**config.mk**
```make
export PLATFORM = sky130hd
export DESIGN_NAME = gtr_timer
export DESIGN_NICKNAME = d
export VERILOG_FILES = /design/src/hdl/gtr_pkg.sv /design/src/hdl/gtr_sync.sv /design/src/hdl/gtr_prescale.sv /design/src/hdl/gtr_timer.sv
export SDC_FILE = /design/constraint.sdc
export NUM_CORES = 1
export LEC_CHECK = 0
export BUFFER_PORTS_ARGS = -buffer_cell sky130_fd_sc_hd__buf_2
export CAP_MARGIN = 10
export CORE_ASPECT_RATIO = 1.75
export CORE_MARGIN = 2
export CORE_UTILIZATION = 50
export CTS_BUF_LIST = sky130_fd_sc_hd__clkbuf_16
export DETAILED_ROUTE_END_ITERATION = 10
export PLACE_DENSITY = 0.84
export RECOVER_POWER = 50
export SLEW_MARGIN = 10
export SYNTH_ARGS = -nofsm -noshare
export SYNTH_HDL_FRONTEND = slang
export SYNTH_SLANG_ARGS = --single-unit
```
**constraint.sdc**
```tcl
create_clock -name aclk -period 2.6 [get_ports aclk]
set_input_delay 0.13 -clock aclk [delete_from_list [all_inputs] [get_ports aclk]]
set_output_delay 0.13 -clock aclk [all_outputs]
set_load 0.01 [all_outputs]
```
**src/hdl/gtr_pkg.sv**
```systemverilog
package gtr_pkg;

  // ----------------------------------------------------------------
  // register indices and byte addresses
  // ----------------------------------------------------------------
  localparam logic [11:0] GTR_IDX_COUNT = 12'h100;
  localparam logic [11:0] GTR_IDX_PERIOD = 12'h102;
  localparam logic [11:0] GTR_IDX_CTRL = 12'h104;
  localparam logic [11:0] GTR_IDX_IRQ = 12'h106;
  localparam logic [11:0] GTR_IDX_OSC = 12'h108;
  localparam logic [13:0] GTR_ADDR_COUNT = {GTR_IDX_COUNT, 2'b00};
  localparam logic [13:0] GTR_ADDR_PERIOD = {GTR_IDX_PERIOD, 2'b00};
  localparam logic [13:0] GTR_ADDR_CTRL = {GTR_IDX_CTRL, 2'b00};
  localparam logic [13:0] GTR_ADDR_IRQ = {GTR_IDX_IRQ, 2'b00};
  localparam logic [13:0] GTR_ADDR_OSC = {GTR_IDX_OSC, 2'b00};

  // ----------------------------------------------------------------
  // field positions
  // ----------------------------------------------------------------
  localparam int GTR_CTRL_EN = 15;
  localparam int GTR_CTRL_IDLE_STOP = 13;
  localparam int GTR_CTRL_GATE = 6;
  localparam int GTR_CTRL_PS_HI = 5;
  localparam int GTR_CTRL_PS_LO = 4;
  localparam int GTR_CTRL_SYNC = 2;
  localparam int GTR_CTRL_SRC = 1;
  localparam int GTR_IRQ_FLAG = 0;
  localparam int GTR_IRQ_EN = 1;
  localparam int GTR_OSC_LPEN = 1;

  // ----------------------------------------------------------------
  // reset values
  // ----------------------------------------------------------------
  localparam logic [15:0] GTR_RST_COUNT = 16'h0000;
  localparam logic [15:0] GTR_RST_PERIOD = 16'hFFFF;

  // ----------------------------------------------------------------
  // prescaler terminal counts and bus answers
  // ----------------------------------------------------------------
  localparam logic [7:0] GTR_PS_TC_DIV1 = 8'h00;
  localparam logic [7:0] GTR_PS_TC_DIV8 = 8'h07;
  localparam logic [7:0] GTR_PS_TC_DIV64 = 8'h3F;
  localparam logic [7:0] GTR_PS_TC_DIV256 = 8'hFF;
  localparam logic [1:0] GTR_RESP_OKAY = 2'h0;
  localparam logic [1:0] GTR_RESP_SLVERR = 2'h2;

  typedef enum logic [1:0] {
    GTR_PS_DIV1 = 2'b00,
    GTR_PS_DIV8 = 2'b01,
    GTR_PS_DIV64 = 2'b10,
    GTR_PS_DIV256 = 2'b11
  } gtr_ps_t;

endpackage : gtr_pkg

```
**src/hdl/gtr_sync.sv**
```systemverilog
`timescale 1ns/1ns
module gtr_sync
  import gtr_pkg::*;
(
  input wire logic aclk,
  input wire logic aresetn,
  input wire logic din,
  output logic dout
);

  typedef struct packed {
    logic meta;
    logic stable;
  } gtr_sync_t;

  gtr_sync_t q;
  gtr_sync_t d;

  // two-stage capture; only the second stage leaves the module
  always_comb begin
    d = q;
    d.meta = din;
    d.stable = q.meta;
  end

  always_ff @(posedge aclk) begin
    if (!aresetn) begin
      q <= '0;
    end else begin
      q <= d;
    end
  end

  assign dout = q.stable;

endmodule : gtr_sync

```
**src/hdl/gtr_prescale.sv**
```systemverilog
`timescale 1ns/1ns
module gtr_prescale
  import gtr_pkg::*;
(
  input wire logic aclk,
  input wire logic aresetn,
  input wire logic tick_in,
  input wire logic clear,
  input wire logic [1:0] sel,
  output logic tick_out
);

  typedef struct packed {
    logic [7:0] cnt;
  } gtr_psc_t;

  gtr_psc_t q;
  gtr_psc_t d;
  logic [7:0] tc;

  // divide ratio decode
  always_comb begin
    case (gtr_ps_t'(sel))
      GTR_PS_DIV1: tc = GTR_PS_TC_DIV1;
      GTR_PS_DIV8: tc = GTR_PS_TC_DIV8;
      GTR_PS_DIV64: tc = GTR_PS_TC_DIV64;
      GTR_PS_DIV256: tc = GTR_PS_TC_DIV256;
      default: tc = GTR_PS_TC_DIV1;
    endcase
  end

  // count input ticks, emit one per terminal count
  always_comb begin
    d = q;
    if (clear) begin
      d.cnt = 8'h00;
    end else if (tick_in) begin
      if (q.cnt >= tc) begin
        d.cnt = 8'h00;
      end else begin
        d.cnt = q.cnt + 8'h01;
      end
    end
  end

  always_ff @(posedge aclk) begin
    if (!aresetn) begin
      q <= '0;
    end else begin
      q <= d;
    end
  end

  assign tick_out = tick_in && !clear && (q.cnt >= tc);
endmodule : gtr_prescale

```
**src/hdl/gtr_timer.sv**
```systemverilog
`timescale 1ns/1ns
// Overview of operation
// - internal mode: count each instruction cycle to period, wrap to zero.
// - in idle with stop_in_idle set counting halts, resumes after idle.
// - synchronous counter: synchronised external rising edges count to period, wrap.
// - asynchronous counter: external rising edges count to period; stops in idle if set.
// - gated mode: instruction cycles count only while the gate pin is high.
// - prescaler divides the selected clock by 1, 8, 64 or 256.
// - prescaler cleared by count write, count_enable clearing, and reset.
// - with count_enable low the prescaler is not cleared.
// - control writes leave the count alone; only count writes change it.
// - in sleep only enabled asynchronous external counting continues, wrapping at period.
// - a period match during sleep can raise the interrupt request.
// - period match sets a sticky flag that requests an interrupt.
// - gated mode: gate falling edge sets the flag, count kept.
// - interrupt request passes only when period_irq_enable is set.
// - clock mode counts low-power oscillator rising edges to period, wraps.
// - low_power_osc_enable disables normal modes, enables carry-out wake event.
// - clock keeps running in sleep while the oscillator runs, if the sync bit is clear.
module gtr_timer
  import gtr_pkg::*;
(
  input wire logic aclk,
  input wire logic aresetn,
  input wire logic [13:0] s_axi_awaddr,
  input wire logic s_axi_awvalid,
  output logic s_axi_awready,
  input wire logic [31:0] s_axi_wdata,
  input wire logic [3:0] s_axi_wstrb,
  input wire logic s_axi_wvalid,
  output logic s_axi_wready,
  output logic [1:0] s_axi_bresp,
  output logic s_axi_bvalid,
  input wire logic s_axi_bready,
  input wire logic [13:0] s_axi_araddr,
  input wire logic s_axi_arvalid,
  output logic s_axi_arready,
  output logic [31:0] s_axi_rdata,
  output logic [1:0] s_axi_rresp,
  output logic s_axi_rvalid,
  input wire logic s_axi_rready,
  input wire logic gate_clock_pin,
  input wire logic lp_osc_pin,
  input wire logic cpu_idle,
  input wire logic cpu_sleep,
  output logic irq_req,
  output logic wake_event
);

  // ----------------------------------------------------------------
  // state
  // ----------------------------------------------------------------
  typedef struct packed {
    logic [15:0] count;
    logic [15:0] period;
    logic cnt_en;
    logic idle_stop;
    logic gate_en;
    logic [1:0] ps_sel;
    logic ext_sync;
    logic ext_src;
    logic flag;
    logic irq_en;
    logic lposc;
    logic pin_prev;
    logic lp_prev;
    logic wake;
    logic aw_held;
    logic [13:0] awaddr;
    logic w_held;
    logic [31:0] wdata;
    logic [3:0] wstrb;
    logic bvalid;
    logic [1:0] bresp;
    logic rvalid;
    logic [31:0] rdata;
    logic [1:0] rresp;
  } gtr_state_t;

  gtr_state_t q;
  gtr_state_t d;

  logic pin_s;
  logic lp_s;
  logic run;
  logic normal_ok;
  logic ext_rise;
  logic raw_tick;
  logic inc;
  logic psc_clear;
  logic match;
  logic gate_fall;
  logic wr_go;
  logic wr_cnt;
  logic wr_per;
  logic wr_ctrl;
  logic wr_irq;
  logic wr_osc;
  logic [15:0] ctrl_now;
  logic [15:0] ctrl_new;
  logic [15:0] count_q;

  // merge the two low byte lanes of a write into a 16-bit register
  function automatic logic [15:0] merge16(input logic [15:0] old, input logic [31:0] data,
                                          input logic [3:0] strb);
    logic [15:0] r;
    r = old;
    if (strb[0]) begin
      r[7:0] = data[7:0];
    end
    if (strb[1]) begin
      r[15:8] = data[15:8];
    end
    return r;
  endfunction : merge16

  // ----------------------------------------------------------------
  // pin synchronisers
  // ----------------------------------------------------------------
  gtr_sync u_pin_sync (
    .aclk(aclk),
    .aresetn(aresetn),
    .din(gate_clock_pin),
    .dout(pin_s)
  );

  gtr_sync u_lp_sync (
    .aclk(aclk),
    .aresetn(aresetn),
    .din(lp_osc_pin),
    .dout(lp_s)
  );

  // ----------------------------------------------------------------
  // count source selection
  // ----------------------------------------------------------------
  // control word as software sees it
  always_comb begin
    ctrl_now = 16'h0000;
    ctrl_now[GTR_CTRL_EN] = q.cnt_en;
    ctrl_now[GTR_CTRL_IDLE_STOP] = q.idle_stop;
    ctrl_now[GTR_CTRL_GATE] = q.gate_en;
    ctrl_now[GTR_CTRL_PS_HI:GTR_CTRL_PS_LO] = q.ps_sel;
    ctrl_now[GTR_CTRL_SYNC] = q.ext_sync;
    ctrl_now[GTR_CTRL_SRC] = q.ext_src;
  end

  // write decode of the held address and data
  assign wr_go = q.aw_held && q.w_held && !q.bvalid;
  assign wr_cnt = wr_go && (q.awaddr == GTR_ADDR_COUNT);
  assign wr_per = wr_go && (q.awaddr == GTR_ADDR_PERIOD);
  assign wr_ctrl = wr_go && (q.awaddr == GTR_ADDR_CTRL);
  assign wr_irq = wr_go && (q.awaddr == GTR_ADDR_IRQ);
  assign wr_osc = wr_go && (q.awaddr == GTR_ADDR_OSC);
  assign ctrl_new = merge16(ctrl_now, q.wdata, q.wstrb);

  // enable, idle and sleep gating
  assign run = q.cnt_en
             && !(cpu_idle && q.idle_stop)
             && !(cpu_sleep && !(q.ext_src && !q.ext_sync));
  // low-power oscillator leaves only the clock mode alive
  assign normal_ok = !q.lposc || (q.ext_src && !q.gate_en);
  // rising edge of the selected external source, after synchronising
  assign ext_rise = q.lposc ? (lp_s && !q.lp_prev)
                            : (pin_s && !q.pin_prev);
  // per-cycle tick into the prescaler
  assign raw_tick = run && normal_ok && (q.ext_src ? ext_rise
                                                   : (!q.gate_en || pin_s));

  // prescaler clears only while the timer is enabled
  assign psc_clear = q.cnt_en && (wr_cnt || (wr_ctrl && !ctrl_new[GTR_CTRL_EN]));

  gtr_prescale u_psc (
    .aclk(aclk),
    .aresetn(aresetn),
    .tick_in(raw_tick),
    .clear(psc_clear),
    .sel(q.ps_sel),
    .tick_out(inc)
  );

  assign match = inc && (q.count == q.period);
  // end of accumulation in gated mode
  assign gate_fall = q.cnt_en && q.gate_en && !q.ext_src && q.pin_prev && !pin_s;
  assign count_q = q.count;

  // ----------------------------------------------------------------
  // next state
  // ----------------------------------------------------------------
  always_comb begin
    d = q;
    d.pin_prev = pin_s;
    d.lp_prev = lp_s;
    // counter: software write wins over increment
    if (wr_cnt) begin
      d.count = merge16(q.count, q.wdata, q.wstrb);
    end else if (match) begin
      d.count = GTR_RST_COUNT;
    end else if (inc) begin
      d.count = q.count + 16'h0001;
    end
    // carry-out wake pulse in low-power oscillator mode
    d.wake = match && q.lposc;
    if (wr_per) begin
      d.period = merge16(q.period, q.wdata, q.wstrb);
    end
    // control write never touches the count
    if (wr_ctrl) begin
      d.cnt_en = ctrl_new[GTR_CTRL_EN];
      d.idle_stop = ctrl_new[GTR_CTRL_IDLE_STOP];
      d.gate_en = ctrl_new[GTR_CTRL_GATE];
      d.ps_sel = ctrl_new[GTR_CTRL_PS_HI:GTR_CTRL_PS_LO];
      d.ext_sync = ctrl_new[GTR_CTRL_SYNC];
      d.ext_src = ctrl_new[GTR_CTRL_SRC];
    end
    // sticky flag: hardware set wins over a software clear
    if (wr_irq) begin
      if (q.wstrb[0]) begin
        d.flag = q.wdata[GTR_IRQ_FLAG];
        d.irq_en = q.wdata[GTR_IRQ_EN];
      end
    end
    if (match || gate_fall) begin
      d.flag = 1'b1;
    end
    if (wr_osc && q.wstrb[0]) begin
      d.lposc = q.wdata[GTR_OSC_LPEN];
    end
    // write channels: capture address and data independently
    if (s_axi_awvalid && !q.aw_held) begin
      d.aw_held = 1'b1;
      d.awaddr = s_axi_awaddr;
    end
    if (s_axi_wvalid && !q.w_held) begin
      d.w_held = 1'b1;
      d.wdata = s_axi_wdata;
      d.wstrb = s_axi_wstrb;
    end
    if (wr_go) begin
      d.aw_held = 1'b0;
      d.w_held = 1'b0;
      d.bvalid = 1'b1;
      d.bresp = (wr_cnt || wr_per || wr_ctrl || wr_irq || wr_osc) ? GTR_RESP_OKAY
                                                                 : GTR_RESP_SLVERR;
    end else if (q.bvalid && s_axi_bready) begin
      d.bvalid = 1'b0;
    end
    // read channel: one cycle to answer
    if (s_axi_arvalid && !q.rvalid) begin
      d.rvalid = 1'b1;
      d.rresp = GTR_RESP_OKAY;
      case (s_axi_araddr)
        GTR_ADDR_COUNT: d.rdata = {16'h0000, q.count};
        GTR_ADDR_PERIOD: d.rdata = {16'h0000, q.period};
        GTR_ADDR_CTRL: d.rdata = {16'h0000, ctrl_now};
        GTR_ADDR_IRQ: d.rdata = {30'h0, q.irq_en, q.flag};
        GTR_ADDR_OSC: d.rdata = {30'h0, q.lposc, 1'b0};
        default: begin
          d.rdata = 32'h00000000;
          d.rresp = GTR_RESP_SLVERR;
        end
      endcase
    end else if (q.rvalid && s_axi_rready) begin
      d.rvalid = 1'b0;
    end
  end

  // ----------------------------------------------------------------
  // registers
  // ----------------------------------------------------------------
  always_ff @(posedge aclk) begin
    if (!aresetn) begin
      q <= '0;
      q.count <= GTR_RST_COUNT;
      q.period <= GTR_RST_PERIOD;
    end else begin
      q <= d;
    end
  end

  // ----------------------------------------------------------------
  // outputs
  // ----------------------------------------------------------------
  assign s_axi_awready = !q.aw_held;
  assign s_axi_wready = !q.w_held;
  assign s_axi_bvalid = q.bvalid;
  assign s_axi_bresp = q.bresp;
  assign s_axi_arready = !q.rvalid;
  assign s_axi_rvalid = q.rvalid;
  assign s_axi_rdata = q.rdata;
  assign s_axi_rresp = q.rresp;
  assign irq_req = q.flag && q.irq_en;
  assign wake_event = q.wake;
endmodule : gtr_timer

```
==> results of run 1 <==
-- state kept, by name, summed over array words and instances, names as in the netlist --
signal           flops
s_axi_rvalid         1
u_lp_sync.dout       1
q                   55
s_axi_bresp          1
u_psc.q              8
s_axi_bvalid         1
s_axi_rdata         16
u_lp_sync.d          1
ctrl_now             7
wake_event           1
s_axi_rresp          1
u_pin_sync.dout      1
count_q             16
u_pin_sync.d         1
-- synth_stat cells, types with 3 or more instances --
master and number:
a211o_1 5, a21boi_0 35, a21oi_1 15, a221o_1 3, a22oi_1 7, a31oi_1 5
and2_1 17, and3_1 8, and4_1 4, buf_2 3, buf_4 37, clkbuf_1 25
dfxtp_1 111, ha_1 8, inv_1 12, mux2i_1 41, nand2_1 117, nand2b_1 8
nand3_1 9, nand3b_1 5, nand4_1 10, nor2_1 49, nor2b_1 18, nor3_1 3
nor4_1 5, o21ai_0 18, o21ai_1 4, o221a_2 8, o22a_1 4, o22ai_1 4
or3_1 5, xnor2_1 17, xor2_1 4
-- power groups by stage --
stage | Sequential, W | Combinational (W) | Clock [W]
after detailed placement | 0.00183 | 0.000307 | 0
after global routing | 0.00180 | 0.000344 | 0.00141
final | 0.00179 | 0.000307 | 0.00135
after global placement | 0.00183 | 0.000296 | 0
after floorplan | 0.00181 | 0.000222 | 0
after CTS | 0.00179 | 0.000311 | 0.00136
-- per-stage QoR --
step           std cells  utilization  worst slack, ns  instance area (µm²)  power (W)
2_1_floorplan        674            -            0.258                 5690    0.00204
3_3_place_gp         842        0.550            0.134                 6070    0.00212
3_5_place_dp         842        0.550           0.0631                 6070    0.00213
4_1_cts              860        0.578           0.0474                 6380    0.00346
5_1_grt              860        0.576           0.0321                 6360    0.00355
6_report             860        0.576            0.132                 6360    0.00345
-- cells in the final DEF (no fill, tap or decap), types with 7 or more instances in the layout --
master     Yosys  layout
and3_1         8       8
clkbuf_1      25      26
nor2_1        49      48
nand4_1       10      10
nand2_1      117     117
buf_4         37      18
o21ai_0       18      18
conb_1         1      18
nand2b_1       8       8
inv_1         12      14
dfxtp_1      111     109
a21boi_0      35      35
nor2b_1       18      18
buf_2          3      57
a22oi_1        7       7
ha_1           8       8
and2_1        17      15
xnor2_1       17      17
nand3_1        9       9
clkbuf_16      0       9
o221a_2        8       8
a21oi_1       15      14
mux2i_1       41      41
-- routing by layer --
layer | share of wire | routed length (µm)
met1 | 0.37 | 5030
met2 | 0.53 | 7200
met3 | 0.051 | 691
met4 | 0.052 | 709
met5 | 0 | 0
-- repair_timing --
action                                  in CTS  in global routing
endpoints found under the setup margin       0                 12
hold buffers                                 2                  0
gates resized for setup                      0                  7
hold endpoints to repair                     2                  0
-- kinds of logic after synthesis --
| kind of cell | synth area share |
|---|---|
| mux | 0.0809 |
| other cells | 0.000666 |
| fa+ha+maj | 0.0178 |
| flops | 0.395 |
| xor+xnor | 0.0327 |
| buf+inv | 0.0800 |
| compound gates | 0.167 |
| simple gates | 0.226 |
-- path summary, 6_finish.rpt --
check | start | to | slack [ns] | cells after the start
worst max-delay path | ctrl_now[4] | count_q[14] | 0.13 | 11
worst min-delay path | s_axi_arvalid | s_axi_rvalid | 0.01 | 2
worst max register to register | ctrl_now[4] | count_q[14] | 0.13 | 11
worst min register to register | u_pin_sync.d[0] | u_pin_sync.dout | 0.44 | 1
-- final cells by class --
class                           count  share of cell area
Inverter                           12             0.00708
Multi-Input combinational cell    483               0.478
Tap cell                          132              0.0260
Timing Repair Buffer              106              0.0940
Sequential cell                   111               0.350
Clock inverter                      7              0.0100
Clock buffer                        9              0.0354
==> impl_metrics.csv, run 1 <==
group,metric,value,unit
critical_path,crit_type,"reg2reg",
yosys,synth_edf_count,0,
yosys,ys_ff_latch,111,
sta,fin_crit_sh,0.949,
layout,nets,806,
routing,dr_total_vias,4786,
sta,whs,0.0142,ns
yosys,postSynthAreaPerCell,8.57,µm²
global_route,grt_start_max_net_pins,52,
global_route,grt_pass1_vias,4795,
yosys,async_flop_share,0,
yosys,ys.flop_type,"dfxtp_1",
global_route,grt_antenna_before_repair,0,
power,switching_share,0.241,
die,core,0.0110,mm²
yosys,synth_cells,657,
global_route,grt_util_met2,0.423,
clock_network,cts.clk_slew.worst_paths,0.07,ns
sta,fmax,405,MHz
placed_design,numPortBuffers,81,
critical_path,crit_slowest_cell,"dfxtp_2",
power,p_int,0.00262,W
critical_path,worst_path_largest_cell_delay,0.38,ns
power,p_leak,2.57,nW
run_status,status,"complete, no violations",
die,die_y,144,µm
critical_path,critical-path-top-delay-family,"compound AO/OA/AOI/OAI gates",
layout,regArea,0.00222,mm²
global_route,overflow,0,
sta,fin_worst_skew,0.0118,ns
clock_network,cts_buffers,9,
clock_network,cts_setup_buffers,0,
die,dieArea,0.0122,mm²
yosys,synth_top_area_frac,0.395,
critical_path,cp-start-kind,"register",
sta,fin_crit,2.47,ns
yosys,synthTopCellsByArea,"dfxtp_1, nand2_1, mux2i_1",
layout,multi_input_area,0.00304,mm²
critical_path,critPathCaptureType,"register",
yosys,post-synth-top-area-cell,"dfxtp_1",
routing,detail_route.wl_per_cell,15.9,µm
routing,dr.pass1.iters,6,
sta,setup_viol,0,
global_route,use_met3,0.0422,
clock_network,cts-root-buf,"clkbuf_16",
power,irDropWorstVdd,0.000341,V
sta,slew_headroom,0.439,
critical_path,cp_max_fo,16,
run,drv_cap,0,
yosys,netlist_area,0.00563,mm²
die,initial_core_util,0.510,
clock_network,clkSinkCount,111,
sta,drv_slew,0,
die,rows,51,
clock_network,cts_tree,"yes",
power,p_sw,0.000832,W
layout,syn_to_final_growth,13.0,%
sta,hold_viol_final,0,
global_route,grt_busiest_layer,"met2",
placed_design,dp_hpwl,10300,µm
global_route,use_met1,0.224,
critical_path,crit_path_cell_trace,"nand2_1 > ha_1 > and4_1 > o211ai_1 > a21oi_2 > o21ai_4 > buf_4 > o221ai_2 > buf_12 > a31oi_1 > o221a_2",
yosys,ys_warn_count,0,
die,die_x,84.2,µm
sta,tns,0,ns
sta,rsz0062_at_grt,"false",
die,num_io_pins,118,
clock_network,clk_path_buf_depth,2,
power,power_frac_comb,0.089,
yosys,yosysUniqueCellTypes,60,
placed_design,gp_congestion,0.849,
sta,worst_pin_slew,0.840,ns
power,clock_power_share,0.392,
global_route,grt_use_total,0.226,
min_path,hp-class,"in2reg",
power,powerDensity,543,mW/mm²
clock_network,insertion_delay,0.35,ns
routing,drt_wl_total,13600,µm
routing,ant_nets,0,
clock_network,htreeDepth,3,
critical_path,critPathArrivalTime,2.70,ns
global_route,grt_pass1_wl,22000,µm
routing,remaining_drc_errors,0,
layout,drive_gt1_frac,0.161,
routing,drt-vias-per-instance,5.57,
routing,drt_iter0_drc,236,
critical_path,crit_buf_inv,2,
layout,antenna_cells,0,
yosys,yosysSeqAreaShare,0.395,
power,power_frac_seq,0.519,
critical_path,worstPathRequired,2.83,ns
layout,fillerInstances,1004,
Power figures use the tool's default switching activity.
==> run 2: changes to the inputs <==
- CTS_BUF_LIST: sky130_fd_sc_hd__clkbuf_16 -> not set
==> run 2 against run 1 <==
Net effect:
- first-iteration DRC count is 5.5% lower
- largest cell class unchanged
- power is 1.0% higher
- count of clock-buffer cells in the layout is 3 higher
- critical path type unchanged
==> impl_metrics.csv, run 2 (same netlist as run 1, synthesis figures left out) <==
group,metric,value,unit
run,drv_cap,0,
layout,postLayoutCellArea,0.00637,mm²
layout,drive_gt1_frac,0.162,
die,dieArea,0.0122,mm²
power,powerDensity,547,mW/mm²
routing,drt_iter0_drc,223,
critical_path,cp-start-kind,"register",
critical_path,r2r_setup_slack,0.13,ns
die,num_io_pins,118,
min_path,hp-class,"in2reg",
sta,fmax,405,MHz
global_route,grt_start_max_net_pins,52,
die,die_x,84.2,µm
placed_design,dp_hpwl,10300,µm
die,core,0.0110,mm²
clock_network,cts_buffers,9,
layout,largest-register,"q",
layout,final_cell_mix,"nand2_1, dfxtp_1, buf_2, nor2_1, mux2i_1",
clock_network,cts-root-buf,"clkbuf_16",
die,die_y,144,µm
global_route,grt_antenna_before_repair,0,
sta,drv_slew,0,
power,p_leak,2.56,nW
layout,nets,806,
placed_design,numPortBuffers,81,
placed_design,gp_congestion,0.849,
run_status,status,"complete, no violations",
critical_path,crit_type,"reg2reg",
critical_path,critPathCaptureType,"register",
critical_path,timing.rr.end,"count_q[12]",
critical_path,crit_slowest_cell,"dfxtp_2",
sta,fin_crit_sh,0.949,
min_path,worstHoldEndpoint,"q[74]",
critical_path,reg2reg_from,"ctrl_now[4]",
layout,syn_to_final_growth,13.2,%
placed_design,dpl_cell_area,0.00607,mm²
routing,drt-vias-per-instance,5.60,
clock_network,cts.clk_slew.worst_paths,0.07,ns
sta,tns,0,ns
critical_path,crit_path_cell_trace,"nand2_1 > ha_1 > and4_1 > o211ai_1 > a21oi_2 > o21ai_4 > or2_1 > buf_12 > a221o_1 > o221a_2",
global_route,grt_pass1_vias,4806,
min_path,hold_start,"s_axi_wvalid",
critical_path,worst_path_largest_cell_delay,0.38,ns
routing,dr.pass1.iters,5,
clock_network,clkSinkCount,111,
power,irDropWorstVdd,0.000339,V
global_route,overflow,0,
die,initial_core_util,0.510,
routing,remaining_drc_errors,0,
clock_network,cts_tree,"yes",
routing,dr_total_vias,4818,
die,rows,51,
sta,hold_viol_final,0,
sta,slew_headroom,0.440,
critical_path,worstPathRequired,2.84,ns
sta,fin_worst_skew,0.0105,ns
clock_network,htreeDepth,3,
sta,worst_pin_slew,0.838,ns
routing,detail_route.wl_per_cell,15.9,µm
critical_path,crit_start,"ctrl_now[4]",
sta,rsz0062_at_grt,"false",
clock_network,cts_setup_buffers,0,
sta,fin_crit,2.47,ns
critical_path,ff2ff_path_depth,10,
routing,ant_nets,0,
sta,setup_viol,0,
critical_path,cp_max_fo,11,
routing,drt_wl_total,13700,µm
min_path,worstHoldPathCells,3,
global_route,grt_pass1_wl,22100,µm
layout,antenna_cells,0,
global_route,grt_use_total,0.227,
clock_network,insertion_delay,0.35,ns
critical_path,critPathArrivalTime,2.70,ns
clock_network,clk_path_buf_depth,2,
layout,largest_reg_flops,55,
layout,mostFrequentLayoutCell,"nand2_1",
run 2: cell types whose count changed in the layout (fill, tap and decap cells not counted), sizes merged:
cell	previous run	this run
clkbuf	35	38
inv	15	13
clkinv	3	2
run 2: power by group:
group	internal [W]	switching [W]	leakage, nW
logic	0.000132	0.000175	1.51
clock network	0.000778	0.000610	0.147
registers	0.00174	0.0000458	0.903
total	0.00266	0.000831	2.56
run 2: worst max-delay path by stage:
stage	end	slack, ns	depth (start not counted)
floorplan	count_q[13]	0.26	11
global placement	count_q[14]	0.13	10
detailed placement	count_q[12]	0.06	10
CTS	count_q[12]	0.03	10
global route	count_q[14]	0.04	11
finish	count_q[12]	0.13	10
run 2: final cells by class:
class	count	area (µm²)
flip-flops and latches	111	2220
multi-input cells	483	3040
clock buffers	12	246
inverters	12	45.0
clock inverters	4	52.6
repair buffers	106	598
well taps	132	165
fillers	1000	4670
run 2: through the flow:
stage / setup slack, ns / utilization / hold WS [ns] / cells / total power (W)
finish: 0.132 / 0.577 / 0.0176 / 860 / 0.00349
global route: 0.0355 / 0.577 / 0.0155 / 860 / 0.00360
CTS: 0.0320 / 0.579 / 0.0115 / 860 / 0.00350
detailed placement: 0.0631 / 0.550 / 0.340 / 842 / 0.00213
global placement: 0.134 / 0.550 / 0.339 / 842 / 0.00212
floorplan: 0.258 / - / 0.246 / 674 / 0.00204
run 2: repair_timing:
item | CTS | global route
hold buffers | 2 | 0
endpoints found under the setup margin | 0 | 12
gates resized for setup | 0 | 7
endpoints found under the hold margin | 2 | 0
run 2: per-layer routing:
| metal | global-route usage | routed length [µm] | up-vias |
|---|---|---|---|
| li1 | - | - | 2345 |
| met1 | 0.226 | 5020 | 2239 |
| met2 | 0.419 | 7160 | 179 |
| met3 | 0.0502 | 753 | 55 |
| met4 | 0.148 | 750 | 0 |
| met5 | 0 | 0 | - |
run 2: critical path, delay by kind of cell (launching register included):
kind | cells | cell delay (ns)
AO/OA/AOI/OAI | 5 | 0.85
adder cells (fa/ha/maj) | 1 | 0.32
buffers and inverters | 1 | 0.17
flip-flops | 1 | 0.38
AND/OR/NAND/NOR | 3 | 0.63
==> run 3: changes to the inputs <==
- ABC_AREA: not set -> 1
- BUFFER_PORTS_ARGS: -buffer_cell sky130_fd_sc_hd__buf_2 -> -buffer_cell sky130_fd_sc_hd__clkbuf_2
- CORE_MARGIN: 2 -> not set
==> run 3 against run 2 <==
Net effect:
- the flow now finishes with violations (DRC, capacitance limit, slew limit)
- synthesized area increased by 4.2%
- setup slack improved by 0.23 ns
- critical path type is now in2reg
- highest routed layer unchanged
- clock power increased by 3%
==> impl_metrics.csv, run 3 <==
group,metric,value,unit
layout,nets,997,
clock_network,insertion_delay,0.36,ns
yosys,synthTopCellsByArea,"dfxtp_1, nand2_1, nor2_1",
yosys,ys_warn_count,0,
routing,dr.pass1.iters,8,
global_route,grt_use_total,0.234,
clock_network,cts.clk_slew.worst_paths,0.09,ns
placed_design,numPortBuffers,81,
global_route,overflow,0,
die,core,0.0115,mm²
clock_network,cts_setup_buffers,0,
clock_network,cts_buffers,9,
sta,slew_headroom,-0.00857,
critical_path,cp_max_fo,41,
layout,final_cell_mix,"nand2_1, dfxtp_1, nor2_1, inv_1, nand3_1",
layout,fin_util,0.569,
die,die_x,83.9,µm
routing,drt_iter0_drc,380,
yosys,synthXorXnorAreaFrac,0.0179,
min_path,hp-class,"in2reg",
yosys,async_flop_share,0,
routing,drt-vias-per-instance,5.21,
routing,ant_nets,0,
yosys,ys_ff_latch,111,
global_route,grt_start_max_net_pins,42,
routing,detail_route.wl_per_cell,12.9,µm
yosys,synthAdderAreaFrac,0.0171,
sta,setup_viol,0,
yosys,yosys-top-cells-count,"nand2_1, dfxtp_1, nor2_1, inv_1, nand3_1",
sta,drv_slew,42,
run,drv_cap,1,
sta,fin_crit_sh,0.861,
routing,remaining_drc_errors,6,
yosys,synth_cells,849,
critical_path,critPathCaptureType,"register",
sta,tns,0,ns
yosys,netlist_area,0.00586,mm²
yosys,ys.flop_type,"dfxtp_1",
clock_network,postCtsHoldBufs,11,
routing,drt_wl_total,13600,µm
critical_path,ff2ff_path_depth,11,
yosys,yosys.cell_count.top_type,"nand2_1",
sta,finalWorstSetupSlack,0.362,ns
clock_network,cts_tree,"yes",
sta,fmax,447,MHz
yosys,synth-compound-area-share,0.152,
critical_path,cp-start-kind,"input port",
layout,drive_gt1_frac,0.134,
layout,syn_to_final_growth,11.7,%
layout,antenna_cells,0,
power,p_leak,3.03,nW
layout,largest_reg_flops,55,
clock_network,cts-root-buf,"clkbuf_16",
global_route,grt_antenna_before_repair,0,
clock_network,clk_path_buf_depth,2,
min_path,worstHoldPathCells,3,
routing,dr_total_vias,5492,
clock_network,postCtsResizedCells,0,
yosys,postSynthAreaPerCell,6.91,µm²
yosys,synthMuxAreaShare,0,
yosys,synth_top_family_by_area,"simple AND/OR/NAND/NOR gates",
yosys,synth_top_area_frac,0.379,
die,num_io_pins,118,
power,irDropWorstVdd,0.000356,V
layout,largest-register,"q",
sta,fin_worst_skew,0.0108,ns
placed_design,dp_hpwl,10400,µm
yosys,yosysSeqAreaShare,0.379,
run_status,status,"complete, but fails checks",
sta,worst_pin_slew,1.51,ns
clock_network,htreeDepth,3,
yosys,post-synth-top-area-cell,"dfxtp_1",
global_route,grt_pass1_vias,5207,
placed_design,pre_cts_slack,0.428,ns
die,rows,52,
critical_path,worstPathRequired,2.89,ns
sta,hold_viol_final,0,
global_route,grt_pass1_wl,23100,µm
critical_path,critPathArrivalTime,2.53,ns
yosys,synth_edf_count,0,
run_status,violations,"DRC, capacitance limit, slew limit",
placed_design,gp_congestion,0.899,
critical_path,crit_type,"in2reg",
die,dieArea,0.0122,mm²
die,initial_core_util,0.509,
yosys,yosysUniqueCellTypes,45,
power,total_power,0.00349,W
die,die_y,145,µm
layout,mostFrequentLayoutCell,"nand2_1",
clock_network,clkSinkCount,111,
yosys,synthSimpleGateAreaFrac,0.307,
sta,rsz0062_at_grt,"false",
power,powerDensity,533,mW/mm²
sta,fin_crit,2.24,ns
## run 3: changes by cell type after synthesis, sizes merged, moves of 14 or more
cell    delta
nand3     +75
inv       +73
nor2      +63
nand2     +60
o21ai     +57
a21oi     +48
mux2i     -41
a21boi    -34
nor2b     -18
and2      -17
xnor2     -14
## run 3: kinds of logic after synthesis
kind of cell,after synthesis
flip-flops,111
other,1
AO/OA/AOI/OAI,161
adder cells (fa/ha/maj),8
buffers and inverters,152
XOR/XNOR,12
AND/OR/NAND/NOR,404
## run 3: worst paths after layout
kind	from	endpoint	slack [ns]
setup reg to reg	ctrl_now[5]	count_q[9]	0.42
hold reg to reg	u_pin_sync.d[0]	u_pin_sync.dout	0.42
setup / recovery	aresetn	s_axi_bresp[1]	0.36
hold / removal	s_axi_awvalid	q[89]	0.002
## run 3: per-layer routing
layer | vias up | wire length (µm) | GRT usage | part of all wire
met5 | - | 0 | 0 | 0
met4 | 0 | 572 | 0.127 | 0.042
met1 | 2464 | 5200 | 0.244 | 0.38
li1 | 2845 | - | - | -
met2 | 145 | 7310 | 0.439 | 0.54
met3 | 38 | 500 | 0.0341 | 0.037
## run 3: final cells by class
| type | count | area, µm² |
|---|---|---|
| fill | 1116 | 4960 |
| multi-input combinational | 603 | 2960 |
| sequential | 111 | 2220 |
| timing repair buffer | 102 | 548 |
| inverter | 87 | 328 |
| clock buffer | 9 | 225 |
| tap | 135 | 169 |
| clock inverter | 7 | 96.3 |
## run 3: worst max-delay path, stage by stage
cell and delay [ns]:
clkbuf_1 0.71, clkbuf_1 1.16, nand4_1 0.28, o21ai_0 0.23
## run 3: through the flow
stage          instances  area (µm²)  hold WS (ns)
2_1_floorplan        866        5930         0.228
3_3_place_gp        1027        6160         0.311
3_5_place_dp        1027        6160         0.318
4_1_cts             1054        6600      0.000891
5_1_grt             1054        6550       0.00518
6_report            1054        6550       0.00213
## run 3: power by group
part | switching [W] | leakage (nW) | internal (W)
Sequential | 0.0000440 | 0.905 | 0.00175
Clock | 0.000727 | 0.155 | 0.000701
Combinational | 0.000170 | 1.97 | 0.0000974
Total | 0.000942 | 3.03 | 0.00255
